File: src/rtl/panel_pkg.sv
// shared constants and types for the audio switch front-panel controller
package panel_pkg;

  // clock and timing figures
  localparam int unsigned CLK_KHZ = 125000;
  localparam int unsigned DEBOUNCE_MS = 5;
  localparam int unsigned MENU_HOLD_MS = 750;
  localparam int unsigned BLINK_MS = 200;
  localparam int unsigned DEBOUNCE_CYC = DEBOUNCE_MS * CLK_KHZ;
  localparam int unsigned MENU_HOLD_CYC = MENU_HOLD_MS * CLK_KHZ;
  localparam int unsigned BLINK_CYC = BLINK_MS * CLK_KHZ;

  // addressing
  localparam logic [3:0] BROADCAST_ADDR = 4'h0;
  localparam logic [3:0] ADDR_RST = 4'h1;

  // reset values of the stored settings
  localparam logic MODE_4X1_RST = 1'b1;
  localparam logic [3:0] ROTATION_RST = 4'hF;
  localparam logic [3:0] ROUTE1_RST = 4'h1;
  localparam logic [2:0] ROUTE2_RST = 3'h0;

  // link message kinds; selector kinds carry a selector index, function and step send index 0
  localparam logic [2:0] MSG_SEL_PRESS = 3'h0;
  localparam logic [2:0] MSG_SEL_RELEASE = 3'h1;
  localparam logic [2:0] MSG_FUNC_PRESS = 3'h2;
  localparam logic [2:0] MSG_FUNC_RELEASE = 3'h3;
  localparam logic [2:0] MSG_STEP_PRESS = 3'h4;
  localparam logic [2:0] MSG_STEP_RELEASE = 3'h5;

  typedef enum logic [2:0] {
    ST_NORMAL = 3'b000,
    ST_FUNC_HOLD = 3'b001,
    ST_MAIN_MENU = 3'b010,
    ST_ADDR_MENU = 3'b011,
    ST_ROT_MENU = 3'b100
  } ui_state_e;

  typedef enum logic [1:0] {
    FN_OFF = 2'b00,
    FN_GREEN = 2'b01,
    FN_RED = 2'b10,
    FN_ORANGE = 2'b11
  } func_color_e;

  typedef enum logic [2:0] {
    BADGE_OFF = 3'b000,
    BADGE_YELLOW_ORANGE = 3'b001,
    BADGE_PALE_WHITE = 3'b010,
    BADGE_BRIGHT_WHITE = 3'b011,
    BADGE_GREEN = 3'b100,
    BADGE_PINK = 3'b101
  } badge_color_e;

endpackage

File: src/rtl/audio_switch_panel_controller.sv
// front-panel controller: routing, step rotation, menus and peer linking
`timescale 1ns/1ps
`default_nettype none
module audio_switch_panel_controller
  import panel_pkg::*;
#(
  parameter int unsigned DEBOUNCE_CYCLES = panel_pkg::DEBOUNCE_CYC,
  parameter int unsigned HOLD_CYCLES = panel_pkg::MENU_HOLD_CYC,
  parameter int unsigned BLINK_CYCLES = panel_pkg::BLINK_CYC
) (
  // clock and reset
  input wire logic clk_in,
  input wire logic reset_n_in,
  // front-panel and remote step buttons, high while pressed
  input wire logic [3:0] sel_btn_in,
  input wire logic func_btn_in,
  input wire logic step_btn_in,
  // messages received from linked units
  input wire logic peer_valid_in,
  input wire logic [2:0] peer_kind_in,
  input wire logic [1:0] peer_index_in,
  input wire logic [3:0] peer_addr_in,
  // messages sent to linked units
  output logic msg_valid_out,
  output logic [2:0] msg_kind_out,
  output logic [1:0] msg_index_out,
  output logic [3:0] msg_addr_out,
  // non-volatile storage image
  input wire logic nv_restore_in,
  input wire logic nv_mode_4x1_in,
  input wire logic nv_block_in,
  input wire logic nv_dark_in,
  input wire logic [3:0] nv_addr_in,
  input wire logic [3:0] nv_rot1_in,
  input wire logic [3:0] nv_rot2_in,
  input wire logic [3:0] nv_route1_in,
  input wire logic [2:0] nv_route2_in,
  output logic nv_save_out,
  output logic mode_4x1_out,
  output logic block_out,
  output logic dark_out,
  output logic [3:0] addr_out,
  output logic [3:0] rot1_out,
  output logic [3:0] rot2_out,
  // relay drive and indicators
  output logic [3:0] relay_out1_out,
  output logic [2:0] relay_out2_out,
  output logic [3:0] sel_led_out,
  output logic [1:0] func_led_out,
  output logic [2:0] badge_out,
  output logic step_led_out
);

  localparam int unsigned HW = $clog2(HOLD_CYCLES + 1);
  localparam int unsigned BW = $clog2(BLINK_CYCLES + 1);
  localparam logic [HW-1:0] HOLD_LAST = HW'(HOLD_CYCLES - 1);
  localparam logic [BW-1:0] BLINK_LAST = BW'(BLINK_CYCLES - 1);

  ////////////////////////////////////////////////////////////////////////////
  // button cleaning

  logic [5:0] raw_btn;
  logic [5:0] lvl;
  logic [5:0] rise;
  logic [5:0] fall;
  assign raw_btn = {step_btn_in, func_btn_in, sel_btn_in};

  // bits 3:0 selectors, 4 function, 5 step
  generate
    for (genvar b = 0; b < 6; b++)
    begin : g_btn
      button_debounce #(
        .STABLE_CYC(DEBOUNCE_CYCLES)
      ) u_deb (
        .clk_in(clk_in),
        .reset_n_in(reset_n_in),
        .raw_in(raw_btn[b]),
        .level_out(lvl[b]),
        .rise_out(rise[b]),
        .fall_out(fall[b])
      );
    end
  endgenerate

  ////////////////////////////////////////////////////////////////////////////
  // event merge: one local edge or one peer message per cycle

  ui_state_e state_q;
  logic mode4_q, block_q, dark_q, show2_q;
  logic [3:0] addr_q, rot1_q, rot2_q, route1_q;
  logic [2:0] route2_q;
  logic p_mode4_q, p_block_q, p_dark_q, exit_arm_q;
  logic [3:0] rm_pend_q;
  logic [5:0] peer_held_q;
  logic ev_valid, ev_local;
  logic [2:0] ev_kind;
  logic [1:0] ev_idx;
  logic peer_ok;

  // own address or broadcast only
  assign peer_ok = peer_valid_in && (peer_addr_in == addr_q ||
                   peer_addr_in == BROADCAST_ADDR);

  // lowest local edge wins; a coinciding peer message is dropped
  always_comb
  begin
    ev_valid = 1'b0;
    ev_local = 1'b0;
    ev_kind = MSG_SEL_PRESS;
    ev_idx = 2'd0;
    for (int b = 5; b >= 0; b--)
      if (rise[b] || fall[b])
      begin
        ev_valid = 1'b1;
        ev_local = 1'b1;
        ev_idx = (b < 4) ? 2'(b) : 2'd0;
        if (b == 4)
          ev_kind = rise[b] ? MSG_FUNC_PRESS : MSG_FUNC_RELEASE;
        else if (b == 5)
          ev_kind = rise[b] ? MSG_STEP_PRESS : MSG_STEP_RELEASE;
        else
          ev_kind = rise[b] ? MSG_SEL_PRESS : MSG_SEL_RELEASE;
      end
    if (!ev_valid && peer_ok)
    begin
      ev_valid = 1'b1;
      ev_kind = peer_kind_in;
      ev_idx = peer_index_in;
    end
  end

  // held state of buttons as pressed on linked units
  always_ff @(posedge clk_in or negedge reset_n_in)
    if (!reset_n_in)
      peer_held_q <= '0;
    else if (ev_valid && !ev_local)
      case (ev_kind)
        MSG_SEL_PRESS: peer_held_q[ev_idx] <= 1'b1;
        MSG_SEL_RELEASE: peer_held_q[ev_idx] <= 1'b0;
        MSG_FUNC_PRESS: peer_held_q[4] <= 1'b1;
        MSG_FUNC_RELEASE: peer_held_q[4] <= 1'b0;
        MSG_STEP_PRESS: peer_held_q[5] <= 1'b1;
        MSG_STEP_RELEASE: peer_held_q[5] <= 1'b0;
        default: peer_held_q <= peer_held_q;
      endcase

  logic [5:0] held;
  assign held = lvl | peer_held_q;

  ////////////////////////////////////////////////////////////////////////////
  // outgoing messages

  logic in_menu, send_ok;
  assign in_menu = (state_q == ST_MAIN_MENU) || (state_q == ST_ADDR_MENU);

  // menu address and block presses stay local, all else unless blocked
  always_comb
  begin
    send_ok = ev_valid && ev_local && !block_q;
    if ((ev_kind == MSG_SEL_PRESS || ev_kind == MSG_SEL_RELEASE) &&
        in_menu && (state_q == ST_ADDR_MENU || ev_idx <= 2'd1))
      send_ok = 1'b0;
  end

  always_ff @(posedge clk_in or negedge reset_n_in)
    if (!reset_n_in)
    begin
      msg_valid_out <= 1'b0;
      msg_kind_out <= MSG_SEL_PRESS;
      msg_index_out <= 2'd0;
      msg_addr_out <= BROADCAST_ADDR;
    end
    else
    begin
      msg_valid_out <= send_ok;
      if (send_ok)
      begin
        msg_kind_out <= ev_kind;
        msg_index_out <= ev_idx;
        msg_addr_out <= addr_q;
      end
    end

  ////////////////////////////////////////////////////////////////////////////
  // menu state machine and hold timer

  logic [HW-1:0] hold_q;
  logic hold_done;
  logic [3:0] rot_cur;
  assign hold_done = (state_q == ST_FUNC_HOLD) && held[4] &&
                     (hold_q == HOLD_LAST);
  assign rot_cur = (show2_q && !mode4_q) ? rot2_q : rot1_q;

  always_ff @(posedge clk_in or negedge reset_n_in)
    if (!reset_n_in)
      hold_q <= '0;
    else if (state_q == ST_FUNC_HOLD && held[4] && !hold_done)
      hold_q <= hold_q + 1'b1;
    else
      hold_q <= '0;

  // menu staging; block, dark and mode changes land only when the menu is left, address and rotation edits at once
  always_ff @(posedge clk_in or negedge reset_n_in)
    if (!reset_n_in)
    begin
      state_q <= ST_NORMAL;
      exit_arm_q <= 1'b0;
      p_mode4_q <= MODE_4X1_RST;
      p_block_q <= 1'b0;
      p_dark_q <= 1'b0;
      mode4_q <= MODE_4X1_RST;
      block_q <= 1'b0;
      dark_q <= 1'b0;
      addr_q <= ADDR_RST;
      rot1_q <= ROTATION_RST;
      rot2_q <= ROTATION_RST;
      show2_q <= 1'b0;
    end
    else if (nv_restore_in)
    begin
      state_q <= ST_NORMAL;
      mode4_q <= nv_mode_4x1_in;
      block_q <= nv_block_in;
      dark_q <= nv_dark_in;
      addr_q <= (nv_addr_in == 4'h0) ? ADDR_RST : nv_addr_in;
      rot1_q <= nv_rot1_in;
      rot2_q <= nv_rot2_in;
    end
    else
      case (state_q)
        ST_NORMAL:
          if (ev_valid && ev_kind == MSG_FUNC_PRESS)
            state_q <= ST_FUNC_HOLD;
        ST_FUNC_HOLD:
          if (hold_done)
          begin
            state_q <= ST_MAIN_MENU;
            p_mode4_q <= mode4_q;
            p_block_q <= block_q;
            p_dark_q <= dark_q;
          end
          else if (ev_valid && ev_kind == MSG_FUNC_RELEASE)
          begin
            state_q <= ST_NORMAL;
            if (dark_q)
              dark_q <= 1'b0;
            else if (!mode4_q)
              show2_q <= !show2_q;
          end
        ST_MAIN_MENU:
          if (ev_valid && ev_kind == MSG_SEL_PRESS)
            case (ev_idx)
              2'd0:
              begin
                state_q <= ST_ADDR_MENU;
                exit_arm_q <= 1'b0;
              end
              2'd1: p_block_q <= !p_block_q;
              2'd2: p_dark_q <= !p_dark_q;
              default: p_mode4_q <= !p_mode4_q;
            endcase
          else if (ev_valid && ev_kind == MSG_STEP_PRESS)
            state_q <= ST_ROT_MENU;
          else if (ev_valid && ev_kind == MSG_FUNC_RELEASE)
          begin
            state_q <= ST_NORMAL;
            mode4_q <= p_mode4_q;
            block_q <= p_block_q;
            dark_q <= p_dark_q;
            if (p_mode4_q)
              show2_q <= 1'b0;
          end
        ST_ADDR_MENU:
          if (ev_valid && ev_kind == MSG_SEL_PRESS &&
              (addr_q ^ (4'h1 << ev_idx)) != 4'h0)
            addr_q <= addr_q ^ (4'h1 << ev_idx);
          else if (ev_valid && ev_kind == MSG_FUNC_PRESS)
            exit_arm_q <= 1'b1;
          else if (ev_valid && ev_kind == MSG_FUNC_RELEASE && exit_arm_q)
          begin
            state_q <= ST_NORMAL;
            mode4_q <= p_mode4_q;
            block_q <= p_block_q;
            dark_q <= p_dark_q;
            if (p_mode4_q)
              show2_q <= 1'b0;
          end
        ST_ROT_MENU:
          if (ev_valid && ev_kind == MSG_SEL_PRESS)
          begin
            if (show2_q && !mode4_q)
              rot2_q[ev_idx] <= !rot2_q[ev_idx];
            else
              rot1_q[ev_idx] <= !rot1_q[ev_idx];
          end
          else if (ev_valid && ev_kind == MSG_STEP_RELEASE)
          begin
            state_q <= ST_NORMAL;
            mode4_q <= p_mode4_q;
            block_q <= p_block_q;
            dark_q <= p_dark_q;
            if (p_mode4_q)
              show2_q <= 1'b0;
          end
        default: state_q <= ST_NORMAL;
      endcase

  ////////////////////////////////////////////////////////////////////////////
  // routing edits from selectors and step button

  // next rotation member after cur, skipping the fourth input in 3x2
  function automatic logic [1:0] next_input(input logic [3:0] rot,
                                            input logic [1:0] cur,
                                            input logic four);
    logic [1:0] res;
    logic [1:0] c;
    logic found;
    res = cur;
    found = 1'b0;
    for (int k = 1; k <= 4; k++)
    begin
      c = 2'(cur + 2'(k));
      if (!found && rot[c] && (four || c != 2'd3))
      begin
        res = c;
        found = 1'b1;
      end
    end
    return res;
  endfunction

  logic [3:0] cur_route;
  logic [1:0] cur_idx, nxt_idx;
  logic normal_op, sel_ok, others_held;
  assign normal_op = (state_q == ST_NORMAL) || (state_q == ST_FUNC_HOLD);
  assign cur_route = (show2_q && !mode4_q) ? {1'b0, route2_q} : route1_q;
  assign sel_ok = mode4_q || ev_idx != 2'd3;
  assign others_held = |(held[3:0] & ~(4'h1 << ev_idx));
  assign nxt_idx = next_input(rot_cur, cur_idx, mode4_q);

  // lowest active input, or the last slot so stepping starts at the first
  always_comb
  begin
    cur_idx = 2'd3;
    for (int i = 3; i >= 0; i--)
      if (cur_route[i])
        cur_idx = 2'(i);
  end

  logic [3:0] new_route;
  logic route_wr;

  always_comb
  begin
    new_route = cur_route;
    route_wr = 1'b0;
    if (normal_op && ev_valid && ev_kind == MSG_SEL_PRESS && sel_ok)
    begin
      route_wr = 1'b1;
      if (others_held)
        new_route = cur_route | (4'h1 << ev_idx);
      else if (!cur_route[ev_idx])
        new_route = 4'h1 << ev_idx;
    end
    else if (normal_op && ev_valid && ev_kind == MSG_SEL_RELEASE &&
             rm_pend_q[ev_idx])
    begin
      route_wr = 1'b1;
      new_route = cur_route & ~(4'h1 << ev_idx);
    end
    else if (normal_op && ev_valid && ev_kind == MSG_STEP_PRESS &&
             |rot_cur)
    begin
      route_wr = 1'b1;
      new_route = 4'h1 << nxt_idx;
    end
  end

  // removal waits for release and is cancelled by a multi-select press
  always_ff @(posedge clk_in or negedge reset_n_in)
    if (!reset_n_in)
      rm_pend_q <= '0;
    else if (normal_op && ev_valid && ev_kind == MSG_SEL_PRESS)
    begin
      if (others_held)
        rm_pend_q <= '0;
      else
        rm_pend_q[ev_idx] <= cur_route[ev_idx];
    end
    else if (ev_valid && ev_kind == MSG_SEL_RELEASE)
      rm_pend_q[ev_idx] <= 1'b0;

  always_ff @(posedge clk_in or negedge reset_n_in)
    if (!reset_n_in)
    begin
      route1_q <= ROUTE1_RST;
      route2_q <= ROUTE2_RST;
    end
    else if (nv_restore_in)
    begin
      route1_q <= nv_route1_in;
      route2_q <= nv_route2_in;
    end
    else if (route_wr)
    begin
      if (show2_q && !mode4_q)
        route2_q <= new_route[2:0];
      else
        route1_q <= new_route;
    end

  // one registered word per update, old and new never both linger
  always_ff @(posedge clk_in or negedge reset_n_in)
    if (!reset_n_in)
    begin
      relay_out1_out <= '0;
      relay_out2_out <= '0;
    end
    else
    begin
      relay_out1_out <= mode4_q ? route1_q : {1'b0, route1_q[2:0]};
      relay_out2_out <= mode4_q ? 3'h0 : route2_q;
    end

  ////////////////////////////////////////////////////////////////////////////
  // step indicator blinker; a new count restarts it and drops the old

  logic [2:0] blink_left_q;
  logic [BW-1:0] blink_tmr_q;
  logic blink_on_q;

  always_ff @(posedge clk_in or negedge reset_n_in)
    if (!reset_n_in)
    begin
      blink_left_q <= '0;
      blink_tmr_q <= '0;
      blink_on_q <= 1'b0;
    end
    else if (normal_op && ev_valid && ev_kind == MSG_STEP_RELEASE)
    begin
      blink_left_q <= 3'(cur_idx) + 3'd1;
      blink_tmr_q <= BLINK_LAST;
      blink_on_q <= 1'b1;
    end
    else if (blink_tmr_q != '0)
      blink_tmr_q <= blink_tmr_q - 1'b1;
    else if (blink_on_q)
    begin
      blink_on_q <= 1'b0;
      blink_left_q <= blink_left_q - 3'd1;
      blink_tmr_q <= BLINK_LAST;
    end
    else if (blink_left_q != 3'd0)
    begin
      blink_on_q <= 1'b1;
      blink_tmr_q <= BLINK_LAST;
    end

  ////////////////////////////////////////////////////////////////////////////
  // indicators and stored image

  logic lights;
  assign lights = !(dark_q && normal_op);

  always_ff @(posedge clk_in or negedge reset_n_in)
    if (!reset_n_in)
    begin
      sel_led_out <= '0;
      func_led_out <= FN_OFF;
      badge_out <= BADGE_OFF;
      step_led_out <= 1'b0;
    end
    else
    begin
      step_led_out <= blink_on_q && lights;
      case (state_q)
        ST_MAIN_MENU:
        begin
          sel_led_out <= {p_mode4_q, p_dark_q, p_block_q, 1'b0};
          func_led_out <= FN_OFF;
          badge_out <= BADGE_BRIGHT_WHITE;
        end
        ST_ADDR_MENU:
        begin
          sel_led_out <= addr_q;
          func_led_out <= FN_ORANGE;
          badge_out <= BADGE_GREEN;
        end
        ST_ROT_MENU:
        begin
          sel_led_out <= rot_cur;
          func_led_out <= FN_OFF;
          badge_out <= BADGE_PINK;
        end
        default:
        begin
          sel_led_out <= lights ? cur_route : 4'h0;
          func_led_out <= !lights ? FN_OFF :
                          (show2_q && !mode4_q) ? FN_RED : FN_GREEN;
          badge_out <= !lights ? BADGE_OFF :
                       mode4_q ? BADGE_YELLOW_ORANGE : BADGE_PALE_WHITE;
        end
      endcase
    end

  // save request whenever the stored image moves
  logic [26:0] image_q;
  logic [26:0] image;
  assign image = {mode4_q, block_q, dark_q, addr_q, rot1_q, rot2_q,
                  route1_q, route2_q, 1'b0, 4'h0};

  always_ff @(posedge clk_in or negedge reset_n_in)
    if (!reset_n_in)
    begin
      // start equal to the reset image so power-up never saves defaults
      image_q <= {MODE_4X1_RST, 1'b0, 1'b0, ADDR_RST, ROTATION_RST,
                  ROTATION_RST, ROUTE1_RST, ROUTE2_RST, 5'h00};
      nv_save_out <= 1'b0;
    end
    else
    begin
      image_q <= image;
      nv_save_out <= (image != image_q) && !nv_restore_in;
    end

  assign mode_4x1_out = mode4_q;
  assign block_out = block_q;
  assign dark_out = dark_q;
  assign addr_out = addr_q;
  assign rot1_out = rot1_q;
  assign rot2_out = rot2_q;

endmodule
`default_nettype wire

File: src/rtl/button_debounce.sv
// two-flop synchroniser and stability debouncer for one button
`timescale 1ns/1ps
`default_nettype none
module button_debounce #(
  parameter int unsigned STABLE_CYC = 625000
) (
  // clock and reset
  input wire logic clk_in,
  input wire logic reset_n_in,
  // raw and cleaned button
  input wire logic raw_in,
  output logic level_out,
  output logic rise_out,
  output logic fall_out
);

  localparam int unsigned CW = $clog2(STABLE_CYC + 1);
  localparam logic [CW-1:0] CNT_LAST = CW'(STABLE_CYC - 1);

  logic sync1_q;
  logic sync2_q;
  logic level_q;
  logic [CW-1:0] cnt_q;

  // the first flop feeds only the second
  always_ff @(posedge clk_in or negedge reset_n_in)
    if (!reset_n_in)
    begin
      sync1_q <= 1'b0;
      sync2_q <= 1'b0;
    end
    else
    begin
      sync1_q <= raw_in;
      sync2_q <= sync1_q;
    end

  // accept a new level only once it held for the whole window
  always_ff @(posedge clk_in or negedge reset_n_in)
    if (!reset_n_in)
    begin
      cnt_q <= '0;
      level_q <= 1'b0;
    end
    else if (sync2_q == level_q)
      cnt_q <= '0;
    else if (cnt_q == CNT_LAST)
    begin
      cnt_q <= '0;
      level_q <= sync2_q;
    end
    else
      cnt_q <= cnt_q + 1'b1;

  assign level_out = level_q;
  assign rise_out = (cnt_q == CNT_LAST) && (sync2_q != level_q) && sync2_q;
  assign fall_out = (cnt_q == CNT_LAST) && (sync2_q != level_q) && !sync2_q;

endmodule
`default_nettype wire

File: config.mk
export PLATFORM = sky130hd
export DESIGN_NAME = audio_switch_panel_controller
export DESIGN_NICKNAME = d
export VERILOG_FILES = /design/src/rtl/panel_pkg.sv /design/src/rtl/audio_switch_panel_controller.sv /design/src/rtl/button_debounce.sv
export SDC_FILE = /design/constraint.sdc
export NUM_CORES = 1
export LEC_CHECK = 0
export BUFFER_PORTS_ARGS = -buffer_cell sky130_fd_sc_hd__buf_4
export CORE_MARGIN = 5
export CORE_UTILIZATION = 55
export DETAILED_ROUTE_END_ITERATION = 12
export GPL_TIMING_DRIVEN = 1
export HOLD_SLACK_MARGIN = 0.15
export PLACE_DENSITY = 0.82
export SYNTH_ARGS = -nofsm -noshare
export SYNTH_HDL_FRONTEND = slang
export SYNTH_SLANG_ARGS = --single-unit
export TNS_END_PERCENT = 20
File: constraint.sdc
create_clock -name clk_in -period 4.1 [get_ports clk_in]
set_input_delay 0.205 -clock clk_in [delete_from_list [all_inputs] [get_ports clk_in]]
set_output_delay 0.205 -clock clk_in [all_outputs]
set_load 0.05 [all_outputs]
==> metrics.txt, run 1 <==
outcome complete, no violations; total wire length 35,600 um; Die W 172 um; YS warnings 0; nets 1,691; Cell Area, Synth 14,500 um^2; worst r2r src g_btn[4].u_deb.cnt_q[0]; Worst Hold Class primary input to flip-flop; Peak VDD IR 522 uV; Yosys top cell by area dfrtp_1; setup violators final 0; vias per cell 6.07; initial core utilization 55.7%; Register-to-Register Setup Slack 100 ps; final std cells w/o fill 1,995; CTS tree done; Power, Total 6.81 mW; min Tclk post-route 4000 ps; Antenna Cells 0; Worst Reg-to-Reg Cells 11; chip height 172 um; root buffer cell clkbuf_16; r2r endpoint route2_q[2]; unrepaired setup endpoints after global routing true; Slew headroom 42.5%; 1st-iter DRT viols 1,280; clock share of power 43.0%; clock skew 16.4 ps; antenna violations before repair 0; antenna-violating nets left 0; Yosys cell types 85; Leakage Power 7.17 nW; top-level port count 84; DRC 0; Max Cap Viol 0; CTS Buf Count 30; Critical Path AT 4410 ps; Placement Rows 59; Post-Synthesis Cells 1,514; Post-Place Cells 1,905; Hold Vio Cnt, Final 0; Seq/Total Area, Yosys 48.8%; number of synthesized flops with an enable pin 0; H-tree depth 1; Fillers 1,932; Fmax 250 MHz; Clock transition at path regs 60 ps; grt ovf 0; hpwl dp 24,600 um; asr flop ratio synth 100%; internal cell power 5.05 mW; Core Region 26,000 um^2; Comb pwr share 11.8%; CP Launch Point g_btn[4].u_deb.cnt_q[0]; Setup CP Type flip-flop to flip-flop; Power Dens Cells 401 nW/um^2; Synth area leaders dfrtp_1 (45%), nor2_1 (5.8%), xor2_1 (5.6%); global-route wire length before repair 59,300 um; Syn-to-layout area delta 17.2%; switching power 1.75 mW; fin. max-slew vios 0; worst hold slack 195 ps; WHS Path Cells 2; Critical Path End route2_q[2]; Worst EP required 4500 ps; drt pass-1 iters 5; sw frac 25.8%; slew at the pin closest to its max-slew limit 860 ps; clock latency on the worst-skew pair 560 ps; crit-path max FO 7; routability cong. 0.941; deepest clock path buffer count 3; crit end category flip-flop; WL per Instance 17.9 um; Die ar. 29,700 um^2; Tcrit/Tclk final 97.7%; Seq cells post-synth 281; port bufs 83; mean post-synth cell area 9.56 um^2; Seq pwr share 45.2%; Worst setup SP type flip-flop; via count 12,110; TNS Setup 0 ps; Main synth FF type dfrtp_1; Yosys top cell area share 44.6%; layout cells sized above 1 13.7%; number of global-route vias before repair 11,885; # clock sinks 281; Mapped Nets 1,569; Finished Core Util 65.3%; # Post-CTS Setup Buffers 0; largest net degree at the start of global routing 106; gr usage total 24.2%
==> power groups by stage <==
| stage | Clock [mW] | Sequential [mW] | Combinational (mW) |
|---|---|---|---|
| 2_1_floorplan | 0 | 3.18 | 0.407 |
| 3_3_place_gp | 0 | 3.11 | 0.741 |
| 3_5_place_dp | 0 | 3.12 | 0.762 |
| 4_1_cts | 2.98 | 3.07 | 0.798 |
| 5_1_grt | 3.11 | 3.10 | 0.876 |
| 6_report | 2.93 | 3.08 | 0.801 |
==> how the worst min path moves through the flow <==
stage                        from                       end  slack [ps]
global placement       reset_n_in  g_btn[0].u_deb.cnt_q[13]         280
detailed placement     reset_n_in  g_btn[0].u_deb.cnt_q[12]         300
floorplan              reset_n_in                 async pin         -90
finish              nv_restore_in               addr_out[3]         190
CTS                 nv_restore_in               addr_out[1]         150
global route        nv_restore_in              mode_4x1_out         200
==> cells in the mapped netlist (8+ instances only) <==
master    number
nand4_1       28
ha_1          14
or2_2         10
inv_1         28
o21ai_0       77
nand3_1       81
nor4_1        17
nor2b_1        9
and3_1        36
dfstp_2       23
a21oi_1       64
a31oi_1       10
or3_1         35
xnor2_1       75
nand2_1      124
nor4b_1       10
mux2_2        14
dfrtp_1      258
xor2_1        92
a22oi_1       13
nor2_1       225
and2_1        10
and4_1        13
or4_1          8
nor3_1        24
clkbuf_1      44
nand3b_1       8
o31ai_1       12
==> area by class of cell <==
cell class / count / area, um^2 / area share [%]
timing repair buffer: 142 / 1170 / 6.90
inverter: 28 / 105 / 0.619
tap: 335 / 419 / 2.47
clock inverter: 14 / 234 / 1.38
clock buffer: 42 / 847 / 4.99
sequential: 281 / 7060 / 41.6
multi-input combinational: 1153 / 7130 / 42.0
==> worst max-delay path, cell delays in order, from the launching register on <==
cell      delay [ps]
dfrtp_1          390
ha_1             230
nor4bb_1         410
nand4b_1         300
or3_1            550
a31o_2           300
or3b_2           440
a31oi_1          260
a221o_1          240
a21oi_1           90
o32ai_1          480
o31ai_1          160
==> sequential cells by signal, indices dropped and copies added, names as in the netlist, 4 cells and up, named ones only <==
signal	cells
g_btn.u_deb.level_out	6
sel_led_out	4
g_btn.u_deb.sync1_q	6
g_btn.u_deb.sync2_q	6
rot1_out	4
image_q	20
rot2_out	4
route1_q	4
msg_addr_out	4
hold_q	27
g_btn.u_deb.cnt_q	120
addr_out	4
rm_pend_q	4
blink_tmr_q	25
relay_out1_out	4
==> kinds of logic (layout without fill, tap and decap cells) <==
logic type / count (synthesis) / in the layout / synth area share, %
AO/OA/AOI/OAI: 272 / 272 / 12.4
XOR/XNOR: 167 / 167 / 10.1
adder cells (fa/ha/maj): 14 / 14 / 1.21
buffers and inverters: 80 / 226 / 2.19
flip-flops: 281 / 281 / 48.8
multiplexers: 21 / 21 / 1.57
AND/OR/NAND/NOR: 679 / 679 / 23.8
==> through the flow <==
stage,area [um^2],setup slack (ps)
final,17000,95.9
after floorplan,14500,418
after global placement,15500,299
after CTS,16900,155
after global routing,17000,-97.2
after detailed placement,15500,199
==> cells in the final DEF, fill, tap and decap left out, types with 35 or more instances in the layout <==
master     n
o21ai_0   77
a21oi_1   63
or3_1     35
nand2_1  124
and3_1    36
xor2_1    92
nor2_1   225
xnor2_1   75
buf_4    106
dfrtp_1  258
nand3_1   80
==> routing by layer <==
layer	GRT usage [%]	up-vias	wire length [um]
li1	-	5646	-
met2	41.0	499	17100
met1	32.2	5866	14700
met4	8.75	0	1310
met5	0	-	0
met3	3.25	99	2460
==> repair_timing <==
item                       4_1_cts  5_1_grt
setup endpoints to repair        0       29
gates resized for setup          0        5
hold endpoints to repair       135        0
hold buffers                    34        0
(Power assumes the default switching activity.)
==> inputs of run 2 (changes only) <==
SYNTH_HIERARCHICAL = 1   (was not set)
==> run 2 against run 1 <==
Flip-flop and latch count stayed put. Non-clock buffer count is 69 higher. Die area is 5.1% higher. Via count is 10% higher. Wire length is 12% higher. Critical path type unchanged. Largest cell class unchanged.
==> metrics.txt, run 2 <==
layout cells sized above 1 21.6% (+7.9 points); clock latency on the worst-skew pair 570 ps (about the same); TNS Setup 0 ps (unchanged); number of synthesized flops with an enable pin 0 (unchanged); chip height 177 um (+2.5%); crit-path max FO 4 (-3); initial core utilization 55.4% (-0.34 points); port bufs 83 (unchanged); switching power 1.91 mW (+8.7%); asr flop ratio synth 100% (unchanged); Leakage Power 7.49 nW (+4.4%); Largest register FFs 120 (unchanged); total wire length 40,000 um (+12%); Finished Core Util 66.7% (+1.4 points); Die W 177 um (+2.5%); Syn-to-layout area delta 20.6%; Hold Vio Cnt, Final 0 (unchanged); clock share of power 40.4% (-2.6 points); Max Cap Viol 0 (unchanged); r2r endpoint route1_q[1]; slew at the pin closest to its max-slew limit 1160 ps (+304 ps); Cell Area, Synth 15,300 um^2 (+5.4%); gr usage total 24.9% (+0.69 points); vias per cell 6.13 (+0.96%); Post-Place Cells 2,061 (+8.2%); root buffer cell clkbuf_16; grt ovf 0 (unchanged); top-level port count 84 (unchanged); YS warnings 6 (+6); internal cell power 5.05 mW (about the same); Core Region 27,600 um^2 (+6.0%); storage element area 7060 um^2 (about the same); outcome complete, no violations; final std cells w/o fill 2,176 (+9.1%); CTS Buf Count 30 (unchanged); Slowest cell on crit path or4bb_2; Crit path max-delay family simple AND/OR/NAND/NOR gates; CP Launch Point g_btn[1].u_deb/cnt_q[9]; DRC 0 (unchanged); Seq/Total Area, Yosys 46.3% (-2.5 points); Worst Reg-to-Reg Cells 15 (+4); Placement Rows 61 (+3.4%); Register-to-Register Setup Slack 80 ps (-20 ps); antenna-violating nets left 0 (unchanged); Peak VDD IR 378 uV (-27%); Clock transition at path regs 60 ps (about the same); Tcrit/Tclk final 98.1% (+0.47 points); 1st-iter DRT viols 1,339 (+4.6%); WP buf/inv 3 (+3); Yosys top cell area share 42.3% (-2.3 points); Yosys cell types 97 (+14%); nets 1,826 (+8.0%); Critical Path AT 4490 ps (+80 ps); WL per Instance 18.4 um (+2.9%); Setup CP Type flip-flop to flip-flop; mean post-synth cell area 9.56 um^2 (about the same); routability cong. 0.923 (-1.9%); clock skew 29.9 ps (+13.5 ps); Fmax 249 MHz (-0.48%); Post-synth top cells dfrtp_1 (258), nor2_1 (185), nand2_1 (124); Slew headroom 22.2% (-20 points); hpwl dp 27,100 um (+10%); H-tree depth 1 (unchanged); crit-path max cell delay 660 ps (+110 ps); Seq pwr share 44.7% (-0.5 points); Post-Synthesis Cells 1,596 (+5.4%); Synth area leaders dfrtp_1 (42%), xnor2_1 (5.3%), nor2_1 (4.6%); via count 13,335 (+10%); setup violators final 0 (unchanged); number of global-route vias before repair 13,062 (+9.9%); Seq cells post-synth 281 (unchanged); # clock sinks 281 (unchanged); CP Cell Sequence or4bb_2 > nor4_4 > nand2_2 > nor3b_2 > buf_4 > a211oi_2 > buf_4 > nor3_2 > buf_4 > nor3_1 > o21ai_0 > a211oi_2 > o32a_1 > or3_1 > o21ai_1; antenna violations before repair 0 (unchanged); Place WS -71.8 ps (-270 ps); area occupied by multi-input gates 7960 um^2 (+12%); Worst Hold Class primary input to flip-flop; CP dominant cell by count buf_4; deepest clock path buffer count 3 (unchanged); worst r2r src g_btn[1].u_deb/cnt_q[9]; Die ar. 31,200 um^2 (+5.1%); biggest regs g_btn.u_deb/cnt_q x120, hold_q x27, blink_tmr_q x25; sw frac 27.4% (+1.6 points); Worst EP required 4570 ps (+70 ps); largest net degree at the start of global routing 125 (+18%); drt pass-1 iters 6 (+1); global-route wire length before repair 65,000 um (+9.6%); Most flops, register g_btn.u_deb/cnt_q; WHS Path Cells 5 (+3); Main synth FF type dfrtp_1; Worst setup SP type flip-flop; fin. max-slew vios 0 (unchanged); Mapped Nets 1,648 (+5.0%); min Tclk post-route 4020 ps (+19.4 ps); Power Dens Cells 378 nW/um^2 (-5.7%); CTS tree done; Antenna Cells 0 (unchanged); Comb pwr share 14.9% (+3.1 points); crit end category flip-flop; PnR worst setup slack 76.5 ps (-19.4 ps); Min-Delay Startpoint peer_kind_in[1]; Fillers 2,022 (+4.7%); Yosys top cell by area dfrtp_1; most used cells in the layout excluding fill and tap cells dfrtp_1 (257), nor2_1 (184), buf_4 (166); unrepaired setup endpoints after global routing true; most common cell after layout, fill and taps aside dfrtp_1; most common cell in the netlist dfrtp_1
[run 2: cell count changes in the layout (fill, tap and decap cells not counted), sizes merged, moves of 16 or more]
cell	delta
or4	+21
buf	+61
xnor2	+18
nor4	+28
nor3	+21
a21oi	+16
nand4	+18
nor2	-32
xor2	-36
[run 2: repair_timing]
| action | 4_1_cts | 5_1_grt |
|---|---|---|
| hold endpoints to repair | 113 | 0 |
| gates cloned | 0 | 0 |
| hold buffers | 42 | 0 |
| pin swaps | 1 | 13 |
| endpoints found under the setup margin | 10 | 46 |
| setup buffers | 1 | 16 |
| resized for setup | 5 | 37 |
[run 2: layer usage]
metal  GRT usage (%)  vias up  share of wire [%]
li1                -     6126                  -
met1            34.6     6492                 42
met2            40.8      601                 48
met3            3.62      116                7.2
met4            7.67        0                3.1
met5               0        -                  0
[run 2: worst reg2reg max path: stages (launching register included)]
cell	delay, ps
dfrtp_1	370
or4bb_2	660
nor4_4	310
nand2_2	160
nor3b_2	280
buf_4	190
a211oi_2	60
buf_4	150
nor3_2	210
buf_4	180
nor3_1	60
o21ai_0	360
a211oi_2	180
o32a_1	320
or3_1	320
o21ai_1	140
[run 2: kinds of logic after synthesis]
group	count (synthesis)	synth area share, %
AND/OR/NAND/NOR	723	25.9
AO/OA/AOI/OAI	296	12.9
adder cells (fa/ha/maj)	11	0.902
flip-flops	281	46.3
XOR/XNOR	149	8.56
multiplexers	33	2.35
buffers and inverters	103	3.08
[run 2: through the flow]
step                      hold WS, ps  area, um^2  total power, mW
final                             229       18400             6.95
after global routing              236       18400             7.23
after CTS                         165       18100             6.97
after detailed placement          267       16600             4.12
after global placement            259       16600             4.09
after floorplan                 -90.6       15300             3.76
[run 2: worst max-delay path by stage]
stage,slack (ps),to,depth (start not counted)
final,80,route1_q[1],15
after CTS,20,route1_q[1],15
after floorplan,6,route1_q[1],13
after global routing,-80,route1_q[0],17
after detailed placement,-70,p_dark_q,12
after global placement,90,p_block_q,12
[run 2: power groups by stage]
stage          Clock, mW  Combinational [mW]  Sequential, mW
2_1_floorplan          0               0.578            3.18
3_3_place_gp           0               0.949            3.14
3_5_place_dp           0               0.969            3.15
4_1_cts             2.86                1.01            3.10
5_1_grt             2.98                1.12            3.12
6_report            2.81                1.03            3.11
[run 2: layout make-up]
class                      instances  share of cell area (%)
clock inverter                    12                   0.932
sequential                       281                    38.4
tap                              378                    2.57
multi-input combinational       1212                    43.3
inverter                          38                   0.776
timing repair buffer             211                    9.36
clock buffer                      44                    4.69
